===== config.mk =====
export PLATFORM = sky130hd
export DESIGN_NAME = i2csl_top
export DESIGN_NICKNAME = d
export VERILOG_FILES = /design/src/i2csl_top.v
export VERILOG_INCLUDE_DIRS = /design/src
export SDC_FILE = /design/constraint.sdc
export NUM_CORES = 1
export LEC_CHECK = 0
export BUFFER_PORTS_ARGS = -buffer_cell sky130_fd_sc_hd__buf_2
export CAP_MARGIN = 20
export CORE_UTILIZATION = 46
export CTS_CLUSTER_DIAMETER = 100
export DETAILED_ROUTE_END_ITERATION = 7
export PLACE_DENSITY = 0.64
export REMOVE_ABC_BUFFERS = 1
export SYNTH_ARGS = -nofsm -noshare
export SYNTH_HDL_FRONTEND = slang
export SYNTH_SLANG_ARGS = --single-unit

===== constraint.sdc =====
create_clock -name i_clock -period 2.5 [get_ports i_clock]
set_input_delay 0.375 -clock i_clock [delete_from_list [all_inputs] [get_ports i_clock]]
set_output_delay 0.375 -clock i_clock [all_outputs]
set_load 0.01 [all_outputs]

===== src/i2csl_consts.vh =====
// Constants for the two-wire register slave
// Assumes inclusion by i2csl_top.v only
`ifndef I2CSL_CONSTS_VH
`define I2CSL_CONSTS_VH
`define I2CSL_ADDR_BASE 5'b0_1101
`define I2CSL_PTR_IDENT 8'h00
`define I2CSL_PTR_LIVE 8'h01
`define I2CSL_PTR_EVENT 8'h02
`define I2CSL_SOFT_RST_KEY 16'h55aa
`define I2CSL_LIVE_MASK 16'h6fff
`define I2CSL_UV_BIT 14
`define I2CSL_OT_BIT 1
`define I2CSL_RST_PTR 8'h00
`define I2CSL_RST_FLAGS 16'h0000
`define I2CSL_BITS_PER_BYTE 4'h8
`endif


===== src/i2csl_top.v =====
// Two-wire bus slave giving access to identity, status and event registers
// Assumes scl/sda pins come in asynchronously; status inputs are synchronous
`include "i2csl_consts.vh"

module i2csl_top #(
  parameter [15:0] IDENT_CODE = 16'h1234_ // Arbitrary identity value
)(
  input wire i_clock,
  input wire i_sys_rst,
  input wire i_scl,
  input wire i_sda,
  input wire i_addr_select_low,
  input wire i_addr_select_high,
  input wire i_power_on_event,
  input wire [15:0] i_live_conditions,
  output reg o_sda_out,
  output reg o_sda_oe,
  output reg o_soft_reset,
  output reg [7:0] o_reg_pointer
);

  localparam [2:0] ST_IDLE = 3'd0;
  localparam [2:0] ST_ADDR = 3'd1;
  localparam [2:0] ST_ADDR_ACK = 3'd2;
  localparam [2:0] ST_WR = 3'd3;
  localparam [2:0] ST_WR_ACK = 3'd4;
  localparam [2:0] ST_RD = 3'd5;
  localparam [2:0] ST_RD_ACK = 3'd6;
  localparam [2:0] ST_WAIT_STOP = 3'd7;

  reg scl_m;
  reg scl_s;
  reg scl_d;
  reg sda_m;
  reg sda_s;
  reg sda_d;
  reg [2:0] state;
  reg [3:0] bit_cnt;
  reg [7:0] shift;
  reg rw_read;
  reg ptr_loaded;
  reg hi_phase;
  reg [7:0] hi_byte;
  reg [15:0] live_q;
  reg [15:0] live_prev;
  reg [15:0] event_flags;
  reg [15:0] rd_word;
  reg event_read;
  reg [1:0] sel_sync0;
  reg [1:0] sel_sync1;

  wire scl_rise = scl_s & ~scl_d;
  wire scl_fall = ~scl_s & scl_d;
  wire start_cond = scl_s & scl_d & sda_d & ~sda_s;
  wire stop_cond = scl_s & scl_d & ~sda_d & sda_s;
  wire [6:0] own_addr = {`I2CSL_ADDR_BASE, sel_sync1[1], sel_sync1[0]};

  // Register read mux
  function [15:0] read_reg;
    input [7:0] ptr;
    input [15:0] live;
    input [15:0] flags;
    begin
      if (ptr == `I2CSL_PTR_IDENT)
        read_reg = IDENT_CODE;
      else if (ptr == `I2CSL_PTR_LIVE)
        read_reg = live & `I2CSL_LIVE_MASK;
      else if (ptr == `I2CSL_PTR_EVENT)
        read_reg = flags & `I2CSL_LIVE_MASK;
      else
        read_reg = 16'h0000;
    end
  endfunction

  // Word the pointer selects right now
  wire [15:0] rd_next = read_reg(o_reg_pointer, live_q, event_flags);

  // Pin synchronisers
  always @(posedge i_clock)
  begin
    scl_m <= i_scl;
    scl_s <= scl_m;
    scl_d <= scl_s;
    sda_m <= i_sda;
    sda_s <= sda_m;
    sda_d <= sda_s;
    sel_sync0 <= {i_addr_select_high, i_addr_select_low};
    sel_sync1 <= sel_sync0;
  end

  // Event flags: set wins over clear-on-read
  always @(posedge i_clock)
  begin
    if (i_sys_rst)
    begin
      live_q <= `I2CSL_RST_FLAGS;
      live_prev <= `I2CSL_RST_FLAGS;
      event_flags <= `I2CSL_RST_FLAGS;
    end
    else
    begin
      live_q <= i_live_conditions & `I2CSL_LIVE_MASK;
      live_prev <= live_q;
      event_flags <= ((event_read ? 16'h0000 : event_flags)
        | (live_q ^ live_prev)
        | ({15'h0000, i_power_on_event} << `I2CSL_UV_BIT))
        & `I2CSL_LIVE_MASK;
    end
  end

  // Serial protocol engine
  always @(posedge i_clock)
  begin
    if (i_sys_rst)
    begin
      state <= ST_IDLE;
      bit_cnt <= 4'h0;
      shift <= 8'h00;
      rw_read <= 1'b0;
      ptr_loaded <= 1'b0;
      hi_phase <= 1'b1;
      hi_byte <= 8'h00;
      rd_word <= 16'h0000;
      event_read <= 1'b0;
      o_sda_out <= 1'b0;
      o_sda_oe <= 1'b0;
      o_soft_reset <= 1'b0;
      o_reg_pointer <= `I2CSL_RST_PTR;
    end
    else
    begin
      event_read <= 1'b0;
      o_soft_reset <= 1'b0;
      if (start_cond)
      begin
        state <= ST_ADDR;
        bit_cnt <= 4'h0;
        o_sda_oe <= 1'b0;
      end
      else if (stop_cond)
      begin
        state <= ST_IDLE;
        o_sda_oe <= 1'b0;
      end
      else if (scl_s && scl_d && (sda_s != sda_d) && state != ST_IDLE)
      begin
        state <= ST_IDLE;
        o_sda_oe <= 1'b0;
      end
      else
      begin
        case (state)
          ST_ADDR, ST_WR:
          begin
            if (scl_rise)
            begin
              shift <= {shift[6:0], sda_s};
              bit_cnt <= bit_cnt + 4'h1;
            end
            else if (scl_fall && bit_cnt == `I2CSL_BITS_PER_BYTE)
            begin
              bit_cnt <= 4'h0;
              if (state == ST_ADDR)
              begin
                if (shift[7:1] == own_addr)
                begin
                  rw_read <= shift[0];
                  ptr_loaded <= shift[0];
                  hi_phase <= 1'b1;
                  o_sda_out <= 1'b0;
                  o_sda_oe <= 1'b1;
                  state <= ST_ADDR_ACK;
                end
                else
                  state <= ST_IDLE;
              end
              else
              begin
                o_sda_out <= 1'b0;
                o_sda_oe <= 1'b1;
                state <= ST_WR_ACK;
                if (!ptr_loaded)
                begin
                  o_reg_pointer <= shift;
                  ptr_loaded <= 1'b1;
                end
                else if (hi_phase)
                begin
                  hi_byte <= shift;
                  hi_phase <= 1'b0;
                end
                else
                begin
                  hi_phase <= 1'b1;
                  if (o_reg_pointer == `I2CSL_PTR_IDENT &&
                      {hi_byte, shift} == `I2CSL_SOFT_RST_KEY)
                    o_soft_reset <= 1'b1;
                  o_reg_pointer <= o_reg_pointer + 8'h01;
                end
              end
            end
          end
          ST_ADDR_ACK, ST_WR_ACK:
          begin
            if (scl_fall)
            begin
              if (rw_read)
              begin
                rd_word <= rd_next;
                o_sda_out <= 1'b0;
                o_sda_oe <= ~rd_next[15];
                bit_cnt <= 4'h1;
                state <= ST_RD;
              end
              else
              begin
                o_sda_oe <= 1'b0;
                state <= ST_WR;
              end
            end
          end
          ST_RD:
          begin
            if (scl_fall)
            begin
              if (bit_cnt == `I2CSL_BITS_PER_BYTE)
              begin
                o_sda_oe <= 1'b0;
                bit_cnt <= 4'h0;
                state <= ST_RD_ACK;
              end
              else
              begin
                o_sda_oe <= ~(hi_phase ? rd_word[15 - bit_cnt]
                  : rd_word[7 - bit_cnt]);
                bit_cnt <= bit_cnt + 4'h1;
              end
            end
          end
          ST_RD_ACK:
          begin
            if (scl_rise)
            begin
              if (!hi_phase && o_reg_pointer == `I2CSL_PTR_EVENT)
                event_read <= 1'b1;
              if (sda_s)
                state <= ST_WAIT_STOP;
              else if (hi_phase)
                hi_phase <= 1'b0;
              else
              begin
                hi_phase <= 1'b1;
                o_reg_pointer <= o_reg_pointer + 8'h01;
              end
            end
            else if (scl_fall)
            begin
              bit_cnt <= 4'h1;
              state <= ST_RD;
              if (hi_phase)
              begin
                rd_word <= rd_next;
                o_sda_oe <= ~rd_next[15];
              end
              else
                o_sda_oe <= ~rd_word[7];
            end
          end
          default:
            o_sda_oe <= 1'b0;
        endcase
      end
    end
  end

endmodule // i2csl_top


==> flow_metrics.env, run 1 <==
export IMPL_postSynthAreaPerCell_um2=9.00
export IMPL_htree_levels=3
export IMPL_cts_root_buf="clkbuf_8"
export IMPL_insertion_delay_ps=380
export IMPL_initial_utilization_pct=48.4
export IMPL_drt_wirelength_per_cell_um=14.7
export IMPL_hold_viol=0
export IMPL_power_frac_seq_pct=59.2
export IMPL_tns_ps=0
export IMPL_drtIter0Drc=159
export IMPL_period_share_pct=90.5
export IMPL_yosysSeqAreaShare_pct=43.2
export IMPL_drc=0
export IMPL_cts_hold_buf=0
export IMPL_grt_pass1_vias=3670
export IMPL_synth_simple_area_share_pct=24.0
export IMPL_antenna_found_initial=0
export IMPL_crit_path_max_fanout=9
export IMPL_hold_class="in2reg"
export IMPL_synth_edff_count=0
export IMPL_cts_made_buffers=9
export IMPL_ioPinCount=34
export IMPL_r2r_end="hi_phase$_SDFFE_PP1P_"
export IMPL_gp_congestion=0.849
export IMPL_p_int_mw=2.19
export IMPL_numPortBuffers=30
export IMPL_finalPower_mw=2.96
export IMPL_crit_path_start_kind="flip-flop"
export IMPL_r2r_worst_path_cells=7
export IMPL_route_met3_wl_um=363
export IMPL_clockPowerShare_pct=32.6
export IMPL_required_ps=2770
export IMPL_grt_pass1_wl_um=17600
export IMPL_max_freq_mhz=442
export IMPL_area_delta_synth_final_pct=9.41
export IMPL_tritoncts="yes"
export IMPL_outcome="finished clean"
export IMPL_post_cts_setup_buffers=0
export IMPL_fin_area_um2=5270
export IMPL_first_pass_iters=4
export IMPL_synth_compound_area_share_pct=13.7
export IMPL_nets=590
export IMPL_vias=3879
export IMPL_die_h_um=104
export IMPL_drive_above_1_share_pct=11.7
export IMPL_cp_startpoint="bit_cnt[0]$_SDFFE_PP0P_"
export IMPL_dieArea_um2=10900
export IMPL_rrSetupSlack_ps=240
export IMPL_synth_main_ff_cell="dfxtp_1"
export IMPL_hp_start="i_addr_select_high"
export IMPL_skew_ps=12.2
export IMPL_fin_cells=696
export IMPL_wl_met2_um=4800
export IMPL_worst_pin_slew_ps=734
export IMPL_p_comb_share_pct=8.2
export IMPL_peakVddDrop_mv=0.303
export IMPL_rsz0062_at_grt="no"
export IMPL_period_minus_slack_ps=2260
export IMPL_yosys_cell_types_count=64
export IMPL_place_inst=680
export IMPL_synth_ff_latch_count=104
export IMPL_synthArstFlopShare_pct=0
export IMPL_synth_fa_ha_area_share_pct=2.34
export IMPL_antenna_cells=0
export IMPL_place_area_um2=5090
export IMPL_utilization_pct=52.9
export IMPL_vias_per_cell=5.57
export IMPL_maxSlewHeadroom_pct=50.5
export IMPL_whs_endpoint="sel_sync0[1]$_DFF_P_"
export IMPL_path_class="reg2reg"
export IMPL_p_sw_mw=0.773
export IMPL_min_path_cells=1
export IMPL_max_cap_viol_count=0
export IMPL_finalSetupViolations=0
export IMPL_core_area_um2=9950
export IMPL_synth_area_um2=4810
export IMPL_synth_xor_area_share_pct=3.27
export IMPL_wl_met1_um=4920
export IMPL_reg2reg_from="bit_cnt[0]$_SDFFE_PP0P_"
export IMPL_power_density_nw_per_um2=562
export IMPL_grt_max_degree=42
export IMPL_cts_sinks=104
export IMPL_crit_arrival_ps=2530
export IMPL_dp_hpwl_um=7110
export IMPL_wl_um=10300
export IMPL_top_layer="met4"
export IMPL_grt_usage_pct=19.7
export IMPL_synthCells=535
export IMPL_ctsLongestPathBuffers=2
export IMPL_clk_pin_slew_worst_paths_ps=100
export IMPL_p_sw_share_pct=26.1
export IMPL_drv_slew=0
export IMPL_ant_nets=0
export IMPL_yosys_warnings=0
export IMPL_core_rowCount=36
export IMPL_synth_mux_area_share_pct=9.10
export IMPL_die_width_um=104
export IMPL_leakage_nw=1.99
export IMPL_endpoint_kind="flip-flop"
export IMPL_synth_top_family_by_area="simple AND/OR/NAND/NOR gates"
export IMPL_grt_ovfl_total=0
[layout make-up]
type	instances	area [µm²]
Inverter	14	66.3
Clock inverter	5	40.0
Fill cell	954	4690
Clock buffer	11	131
Tap cell	133	166
Sequential cell	104	2080
Multi-Input combinational cell	386	2530
Timing Repair Buffer	43	248
[placed cells by master (no fill, tap or decap), drive strengths merged, types with 4 or more instances in the layout]
cell    netlist  routed
a211oi        4       4
a21oi        54      54
and2          6       6
and3          6       6
buf          11      43
clkbuf       20      11
dfxtp       104     104
ha            9       9
inv          13      15
mux2          4       4
mux2i        34      34
nand2        30      30
nand2b        7       7
nand3        12      12
nand3b       16      16
nand4         6       6
nor2         60      60
nor2b        37      37
nor3          5       5
nor3b         4       4
nor4          4       4
o21ai        16      16
xor2         17      17
[worst max-delay path by stage]
stage,endpoint
after global routing,hi_phase$_SDFFE_PP1P_
after detailed placement,o_reg_pointer[1]$_SDFFE_PP0P_
after CTS,o_reg_pointer[1]$_SDFFE_PP0P_
final,hi_phase$_SDFFE_PP1P_
after global placement,o_sda_oe$_SDFFE_PP0P_
after floorplan,hi_byte[0]$_SDFFE_PP0P_
[routing by layer]
metal,vias up,GRT usage [%]
li1,1915,-
met2,90,31.8
met4,0,7.45
met3,17,3.57
met1,1857,26.2
met5,-,0
[registers in the layout, indices dropped and copies added, names as in the netlist, 2 cells and up]
| register | cells |
|---|---|
| state | 3 |
| o_reg_pointer | 8 |
| shift | 8 |
| bit_cnt | 4 |
| event_flags | 14 |
| live_prev | 14 |
| live_q | 14 |
| rd_word | 15 |
| hi_byte | 8 |
| sel_sync0 | 2 |
| sel_sync1 | 2 |
[stage by stage]
step                      setup WS (ps)  hold slack, ps
final                               237            97.9
after global routing               74.4            79.7
after CTS                           225            78.3
after detailed placement            234             314
after global placement              274             312
after floorplan                   -74.3             310
[cells in the mapped netlist (5+ instances only)]
cell type	instances	area share [%]
xor2_1	17	3.1
and3_1	5	0.65
nand2_1	30	2.3
o21ai_0	7	0.73
inv_1	13	1.0
nand3b_1	16	2.5
mux2i_1	34	7.1
clkbuf_1	20	1.6
and2_1	5	0.65
ha_1	9	2.3
nand4_1	6	0.78
nand2b_1	7	0.91
nor2b_1	37	4.8
dfxtp_1	104	43
a21oi_1	54	5.6
nand3_1	12	1.2
buf_2	5	0.52
nor3_1	5	0.52
o21ai_1	9	0.94
nor2_1	60	4.7
[worst max-delay path, stage by stage, from the launching register on]
cell	delay (ps)
dfxtp_1	430
inv_1	160
ha_1	210
nand3b_1	180
or4_1	560
a21oi_1	210
a21oi_1	90
a311o_1	310
[logic make-up (layout without fill, tap and decap cells)]
group / Yosys count / after routing
other: 1 / 1
and+or+nand+nor: 213 / 213
buffers and inverters: 45 / 73
DFF: 104 / 104
adders and majority gates: 9 / 9
xor gates and xnor gates: 18 / 18
AOI/OAI and AO/OA: 105 / 105
muxes: 40 / 40
[power by group through the flow]
| stage | clock network [mW] | registers (mW) | logic, mW |
|---|---|---|---|
| 2_1_floorplan | 0 | 1.79 | 0.142 |
| 3_3_place_gp | 0 | 1.79 | 0.232 |
| 3_5_place_dp | 0 | 1.79 | 0.239 |
| 4_1_cts | 0.993 | 1.75 | 0.241 |
| 5_1_grt | 1.06 | 1.76 | 0.271 |
| 6_report | 0.965 | 1.75 | 0.242 |
[repair_timing]
action,CTS,global route
resized for setup,0,1
endpoints found under the setup margin,0,4
hold endpoints to repair,0,0
No activity file was read; power rests on OpenSTA's default activity.
==> run 2: changes to the inputs <==
--- a/config.mk
+++ b/config.mk
@@ -8,10 +8,10 @@
 export LEC_CHECK = 0
 export BUFFER_PORTS_ARGS = -buffer_cell sky130_fd_sc_hd__buf_2
 export CAP_MARGIN = 20
-export CORE_UTILIZATION = 46
+export CORE_UTILIZATION = 42
 export CTS_CLUSTER_DIAMETER = 100
 export DETAILED_ROUTE_END_ITERATION = 7
-export PLACE_DENSITY = 0.64
+export PLACE_DENSITY = 0.67
 export REMOVE_ABC_BUFFERS = 1
 export SYNTH_ARGS = -nofsm -noshare
 export SYNTH_HDL_FRONTEND = slang
==> run 2 against run 1 <==
Via count down 0.98%. Maximum frequency up 0.12%. Critical path depth unchanged. Die area up 9.3%. Worst hold slack better by 28 ps. First-iteration DRC count up 28%. Clock power up 67%. Worst setup slack better by 2.7 ps. Non-clock buffer count down 2. Clock-buffer cell count down 1. Sequential share of layout area down 1.2 points. Final cell count up 0.72%. Critical path type unchanged. Critical endpoint unchanged.
==> flow_metrics.env, run 2 (same netlist as run 1, synthesis figures left out) <==
export IMPL_dp_hpwl_um=7020
export IMPL_grt_usage_pct=18.2
export IMPL_vias_per_cell=5.48
export IMPL_rrSetupSlack_ps=240
export IMPL_maxSlewHeadroom_pct=44.3
export IMPL_r2r_end="hi_phase$_SDFFE_PP1P_"
export IMPL_ant_nets=0
export IMPL_cpPeakStageDelay_ps=560
export IMPL_endpoint="hi_phase$_SDFFE_PP1P_"
export IMPL_vias=3841
export IMPL_hold_class="in2reg"
export IMPL_grt_pass1_wl_um=17000
export IMPL_fill_cells=1015
export IMPL_nets=588
export IMPL_gp_congestion=0.826
export IMPL_cp_cell_sequence="inv_1, ha_1, nand3b_1, or4_1, a21oi_1, a21oi_1, a311o_1"
export IMPL_initial_utilization_pct=43.8
export IMPL_htree_levels=3
export IMPL_regMostFlops="rd_word"
export IMPL_drt_wirelength_per_cell_um=14.4
export IMPL_dieArea_um2=11900
export IMPL_grt_ovfl_total=0
export IMPL_max_cap_viol_count=0
export IMPL_first_pass_iters=4
export IMPL_drv_slew=0
export IMPL_numPortBuffers=30
export IMPL_rsz0062_at_grt="no"
export IMPL_cp_startpoint="bit_cnt[0]$_SDFFE_PP0P_"
export IMPL_drc=0
export IMPL_crit_arrival_ps=2500
export IMPL_core_area_um2=11000
export IMPL_slowest_stage="or4_1"
export IMPL_crit_top_cell="a21oi_1"
export IMPL_outcome="finished clean"
export IMPL_skew_ps=6.56
export IMPL_crit_path_start_kind="flip-flop"
export IMPL_insertion_delay_ps=350
export IMPL_tritoncts="yes"
export IMPL_mostFrequentLayoutCell="dfxtp_1"
export IMPL_cts_made_buffers=9
export IMPL_grt_pass1_vias=3644
export IMPL_peakVddDrop_mv=0.389
export IMPL_period_share_pct=90.4
export IMPL_largest_register_ffs=15
export IMPL_reg2reg_from="bit_cnt[0]$_SDFFE_PP0P_"
export IMPL_die_h_um=109
export IMPL_antenna_cells=0
export IMPL_antenna_found_initial=0
export IMPL_drive_above_1_share_pct=11.6
export IMPL_die_width_um=109
export IMPL_place_area_um2=5080
export IMPL_finalPower_mw=3.60
export IMPL_ioPinCount=34
export IMPL_core_rowCount=38
export IMPL_cts_root_buf="clkbuf_16"
export IMPL_post_cts_setup_buffers=0
export IMPL_fin_area_um2=5440
export IMPL_hold_viol=0
export IMPL_power_density_nw_per_um2=663
export IMPL_required_ps=2740
export IMPL_period_minus_slack_ps=2260
export IMPL_worst_pin_slew_ps=835
export IMPL_ctsLongestPathBuffers=2
export IMPL_wl_um=10100
export IMPL_cts_sinks=104
export IMPL_path_class="reg2reg"
export IMPL_grt_max_degree=49
export IMPL_r2r_worst_path_cells=7
export IMPL_crit_path_max_fanout=9
export IMPL_leakage_nw=2.06
export IMPL_drtIter0Drc=203
export IMPL_layout_common_cells="dfxtp_1 (104), nor2_1 (60), a21oi_1 (54)"
export IMPL_finalSetupViolations=0
export IMPL_area_delta_synth_final_pct=12.9
export IMPL_cts_hold_buf=0
export IMPL_clk_pin_slew_worst_paths_ps=70
export IMPL_endpoint_kind="flip-flop"
export IMPL_max_freq_mhz=442
## run 2: cell types whose count changed in the layout (fill, tap and decap cells not counted), sizes merged
| cell | delta |
|---|---|
| bufinv | +3 |
| inv | -1 |
| clkinv | -1 |
| clkbuf | -1 |
| buf | -2 |
## run 2: repair_timing
action | 4_1_cts | 5_1_grt
resized for setup | 0 | 1
setup endpoints to repair | 0 | 6
hold endpoints to repair | 0 | 0
## run 2: metrics by stage
step                TNS, ps  hold slack [ps]  util, %  cells  setup slack [ps]
floorplan              -594              310        -    504             -74.3
global placement          0              315     46.3    685               272
detailed placement        0              314     46.3    685               218
CTS                       0              113     49.4    701               215
global route              0              117     49.5    701               107
finish                    0              126     49.5    701               240
## run 2: cell type report
| cell class | count | area, µm² | share of cell area, % |
|---|---|---|---|
| Clock buffer | 10 | 229 | 4.21 |
| Clock inverter | 6 | 116 | 2.14 |
| Inverter | 14 | 66.3 | 1.22 |
| Multi-Input combinational cell | 386 | 2530 | 46.6 |
| Sequential cell | 104 | 2080 | 38.3 |
| Tap cell | 140 | 175 | 3.22 |
| Timing Repair Buffer | 41 | 233 | 4.28 |
## run 2: layer usage
layer / global-route usage (%) / vias to the layer above / routed length [µm]
li1: - / 1911 / -
met1: 22.9 / 1834 / 4830
met2: 29.9 / 81 / 4710
met3: 4.78 / 15 / 378
met4: 6.18 / 0 / 176
met5: 0 / - / 0
## run 2: where the power goes
part	switching [mW]	leakage (nW)	total, mW	internal, mW
clock	0.624	0.161	1.61	0.986
sequential	0.0486	0.852	1.76	1.71
combinational	0.129	1.04	0.233	0.103
## run 2: worst max-delay path: cells and delay by family, from the launching register on
kind,cells,cell delay [ps]
DFF,1,420
buffers and inverters,1,150
and+or+nand+nor,2,750
AOI/OAI and AO/OA,3,610
adders and majority gates,1,220
## run 2: worst min-delay path by stage
stage | start | endpoint | slack (ps) | cells past startpoint
2_1_floorplan | scl_m$_DFF_P_ | scl_s$_DFF_P_ | 310 | 0
4_1_cts | i_addr_select_low | sel_sync0[0]$_DFF_P_ | 110 | 1
6_report | i_addr_select_low | sel_sync0[0]$_DFF_P_ | 130 | 1
3_5_place_dp | scl_m$_DFF_P_ | scl_s$_DFF_P_ | 310 | 0
5_1_grt | i_sda | sda_m$_DFF_P_ | 120 | 1
3_3_place_gp | sel_sync0[0]$_DFF_P_ | sel_sync1[0]$_DFF_P_ | 320 | 0
==> run 3: changes to the inputs <==
--- a/config.mk
+++ b/config.mk
@@ -9,6 +9,7 @@
 export BUFFER_PORTS_ARGS = -buffer_cell sky130_fd_sc_hd__buf_2
 export CAP_MARGIN = 20
 export CORE_UTILIZATION = 42
+export CTS_BUF_LIST = sky130_fd_sc_hd__clkbuf_2
 export CTS_CLUSTER_DIAMETER = 100
 export DETAILED_ROUTE_END_ITERATION = 7
 export PLACE_DENSITY = 0.67
==> run 3 against run 2 <==
Global-route usage is 0.053 points lower. First-iteration DRC count is 2.0% lower. Register-to-register slack worse by 30 ps. Power is 16% lower.
==> flow_metrics.env, run 3 (same netlist as run 1, synthesis figures left out) <==
export IMPL_outcome="finished clean"
export IMPL_tritoncts="yes"
export IMPL_power_density_nw_per_um2=556
export IMPL_layout_common_cells="dfxtp_1 (104), nor2_1 (60), a21oi_1 (54)"
export IMPL_largest_register_ffs=15
export IMPL_die_h_um=109
export IMPL_r2r_worst_path_cells=7
export IMPL_core_rowCount=38
export IMPL_reg2reg_from="bit_cnt[0]$_SDFFE_PP0P_"
export IMPL_leakage_nw=2.07
export IMPL_r2r_end="o_sda_oe$_SDFFE_PP0P_"
export IMPL_ioPinCount=34
export IMPL_grt_usage_pct=18.1
export IMPL_path_class="reg2reg"
export IMPL_antenna_found_initial=0
export IMPL_hold_viol=0
export IMPL_drc=0
export IMPL_grt_pass1_vias=3688
export IMPL_vias_per_cell=5.48
export IMPL_drive_above_1_share_pct=11.4
export IMPL_cts_sinks=104
export IMPL_grt_max_degree=49
export IMPL_slowest_stage="dfxtp_1"
export IMPL_drtIter0Drc=199
export IMPL_rsz0062_at_grt="no"
export IMPL_hold_class="in2reg"
export IMPL_cts_made_buffers=9
export IMPL_drv_slew=0
export IMPL_die_width_um=109
export IMPL_gp_congestion=0.826
export IMPL_period_share_pct=91.4
export IMPL_max_freq_mhz=437
export IMPL_crit_path_start_kind="flip-flop"
export IMPL_nets=607
export IMPL_fin_worst_hold_slack_ps=172
export IMPL_grt_ovfl_total=0
export IMPL_worst_pin_slew_ps=866
export IMPL_wl_um=10200
export IMPL_dp_hpwl_um=7020
export IMPL_hp_start="i_sys_rst"
export IMPL_ctsLongestPathBuffers=2
export IMPL_htree_levels=3
export IMPL_crit_buf_inv=1
export IMPL_required_ps=3070
export IMPL_min_path_cells=2
export IMPL_post_cts_setup_buffers=0
export IMPL_fin_area_um2=5450
export IMPL_place_area_um2=5080
export IMPL_peakVddDrop_mv=0.286
export IMPL_core_area_um2=11000
export IMPL_grt_pass1_wl_um=17000
export IMPL_area_delta_synth_final_pct=13.1
export IMPL_utilization_pct=49.6
export IMPL_drt_wirelength_per_cell_um=14.2
export IMPL_cp_cell_sequence="inv_1, ha_1, nand3b_1, and3_1, or3b_1, a311o_1, nand2_1"
export IMPL_max_cap_viol_count=0
export IMPL_regMostFlops="rd_word"
export IMPL_antenna_cells=0
export IMPL_clk_pin_slew_worst_paths_ps=280
export IMPL_first_pass_iters=6
export IMPL_fin_cells=720
export IMPL_numPortBuffers=30
export IMPL_ant_nets=0
export IMPL_cts_root_buf="clkbuf_2"
export IMPL_finalSetupViolations=0
export IMPL_crit_family="simple AND/OR/NAND/NOR gates"
export IMPL_insertion_delay_ps=590
export IMPL_place_inst=685
export IMPL_rrSetupSlack_ps=210
export IMPL_dieArea_um2=11900
export IMPL_vias=3945
export IMPL_skew_ps=27.5
export IMPL_period_minus_slack_ps=2290
export IMPL_whs_endpoint="event_flags[5]$_SDFF_PP0_"
export IMPL_mostFrequentLayoutCell="dfxtp_1"
export IMPL_initial_utilization_pct=43.8
export IMPL_crit_arrival_ps=2850
export IMPL_endpoint_kind="flip-flop"
export IMPL_cpPeakStageDelay_ps=610
export IMPL_maxSlewHeadroom_pct=42.3
export IMPL_crit_path_max_fanout=9
run 3: worst reg2reg max path: stages (launching register included):
cell	delay (ps)
dfxtp_1	610
inv_1	150
ha_1	260
nand3b_1	200
and3_1	270
or3b_1	370
a311o_1	350
nand2_1	60
run 3: stage by stage:
| step | setup WS (ps) | TNS [ps] | total power, mW |
|---|---|---|---|
| CTS | 187 | 0 | 3.06 |
| global route | 67.2 | 0 | 3.15 |
| detailed placement | 218 | 0 | 2.03 |
| global placement | 272 | 0 | 2.02 |
| finish | 214 | 0 | 3.03 |
| floorplan | -74.3 | -594 | 1.93 |
run 3: power breakdown:
part | switching [mW] | total [mW] | internal [mW]
clock | 0.563 | 1.00 | 0.440
combinational | 0.134 | 0.256 | 0.123
sequential | 0.0481 | 1.77 | 1.72
total | 0.745 | 3.03 | 2.28
run 3: timing repair:
| action | in CTS | in global routing |
|---|---|---|
| setup endpoints to repair | 0 | 9 |
| hold buffers | 19 | 0 |
| gates resized for setup | 0 | 1 |
| endpoints found under the hold margin | 19 | 0 |
run 3: cell type report:
| cell class | instances | area, µm² |
|---|---|---|
| Fill cell | 1037 | 5540 |
| Multi-Input combinational cell | 386 | 2530 |
| Sequential cell | 104 | 2080 |
| Timing Repair Buffer | 60 | 423 |
| Tap cell | 140 | 175 |
| Clock inverter | 6 | 116 |
| Inverter | 14 | 66.3 |
| Clock buffer | 10 | 50.0 |
run 3: worst max-delay path by stage:
stage                             from                             to  slack, ps  cells after the start
5_1_grt          state[0]$_SDFFE_PP0P_        bit_cnt[0]$_SDFFE_PP0P_         70                      5
2_1_floorplan            scl_d$_DFF_P_        hi_byte[0]$_SDFFE_PP0P_        -70                      7
4_1_cts        bit_cnt[0]$_SDFFE_PP0P_  o_reg_pointer[5]$_SDFFE_PP0P_        190                      7
3_3_place_gp   bit_cnt[0]$_SDFFE_PP0P_          o_sda_oe$_SDFFE_PP0P_        270                      5
3_5_place_dp   bit_cnt[0]$_SDFFE_PP0P_  o_reg_pointer[5]$_SDFFE_PP0P_        220                      7
6_report       bit_cnt[0]$_SDFFE_PP0P_          o_sda_oe$_SDFFE_PP0P_        210                      7
run 3: layer usage:
metal | global-route usage (%) | vias to the layer above | routed length, µm
li1 | - | 1947 | -
met1 | 23.2 | 1884 | 4890
met2 | 29.7 | 102 | 4760
met3 | 4.66 | 12 | 457
met4 | 5.60 | 0 | 121
met5 | 0 | - | 0
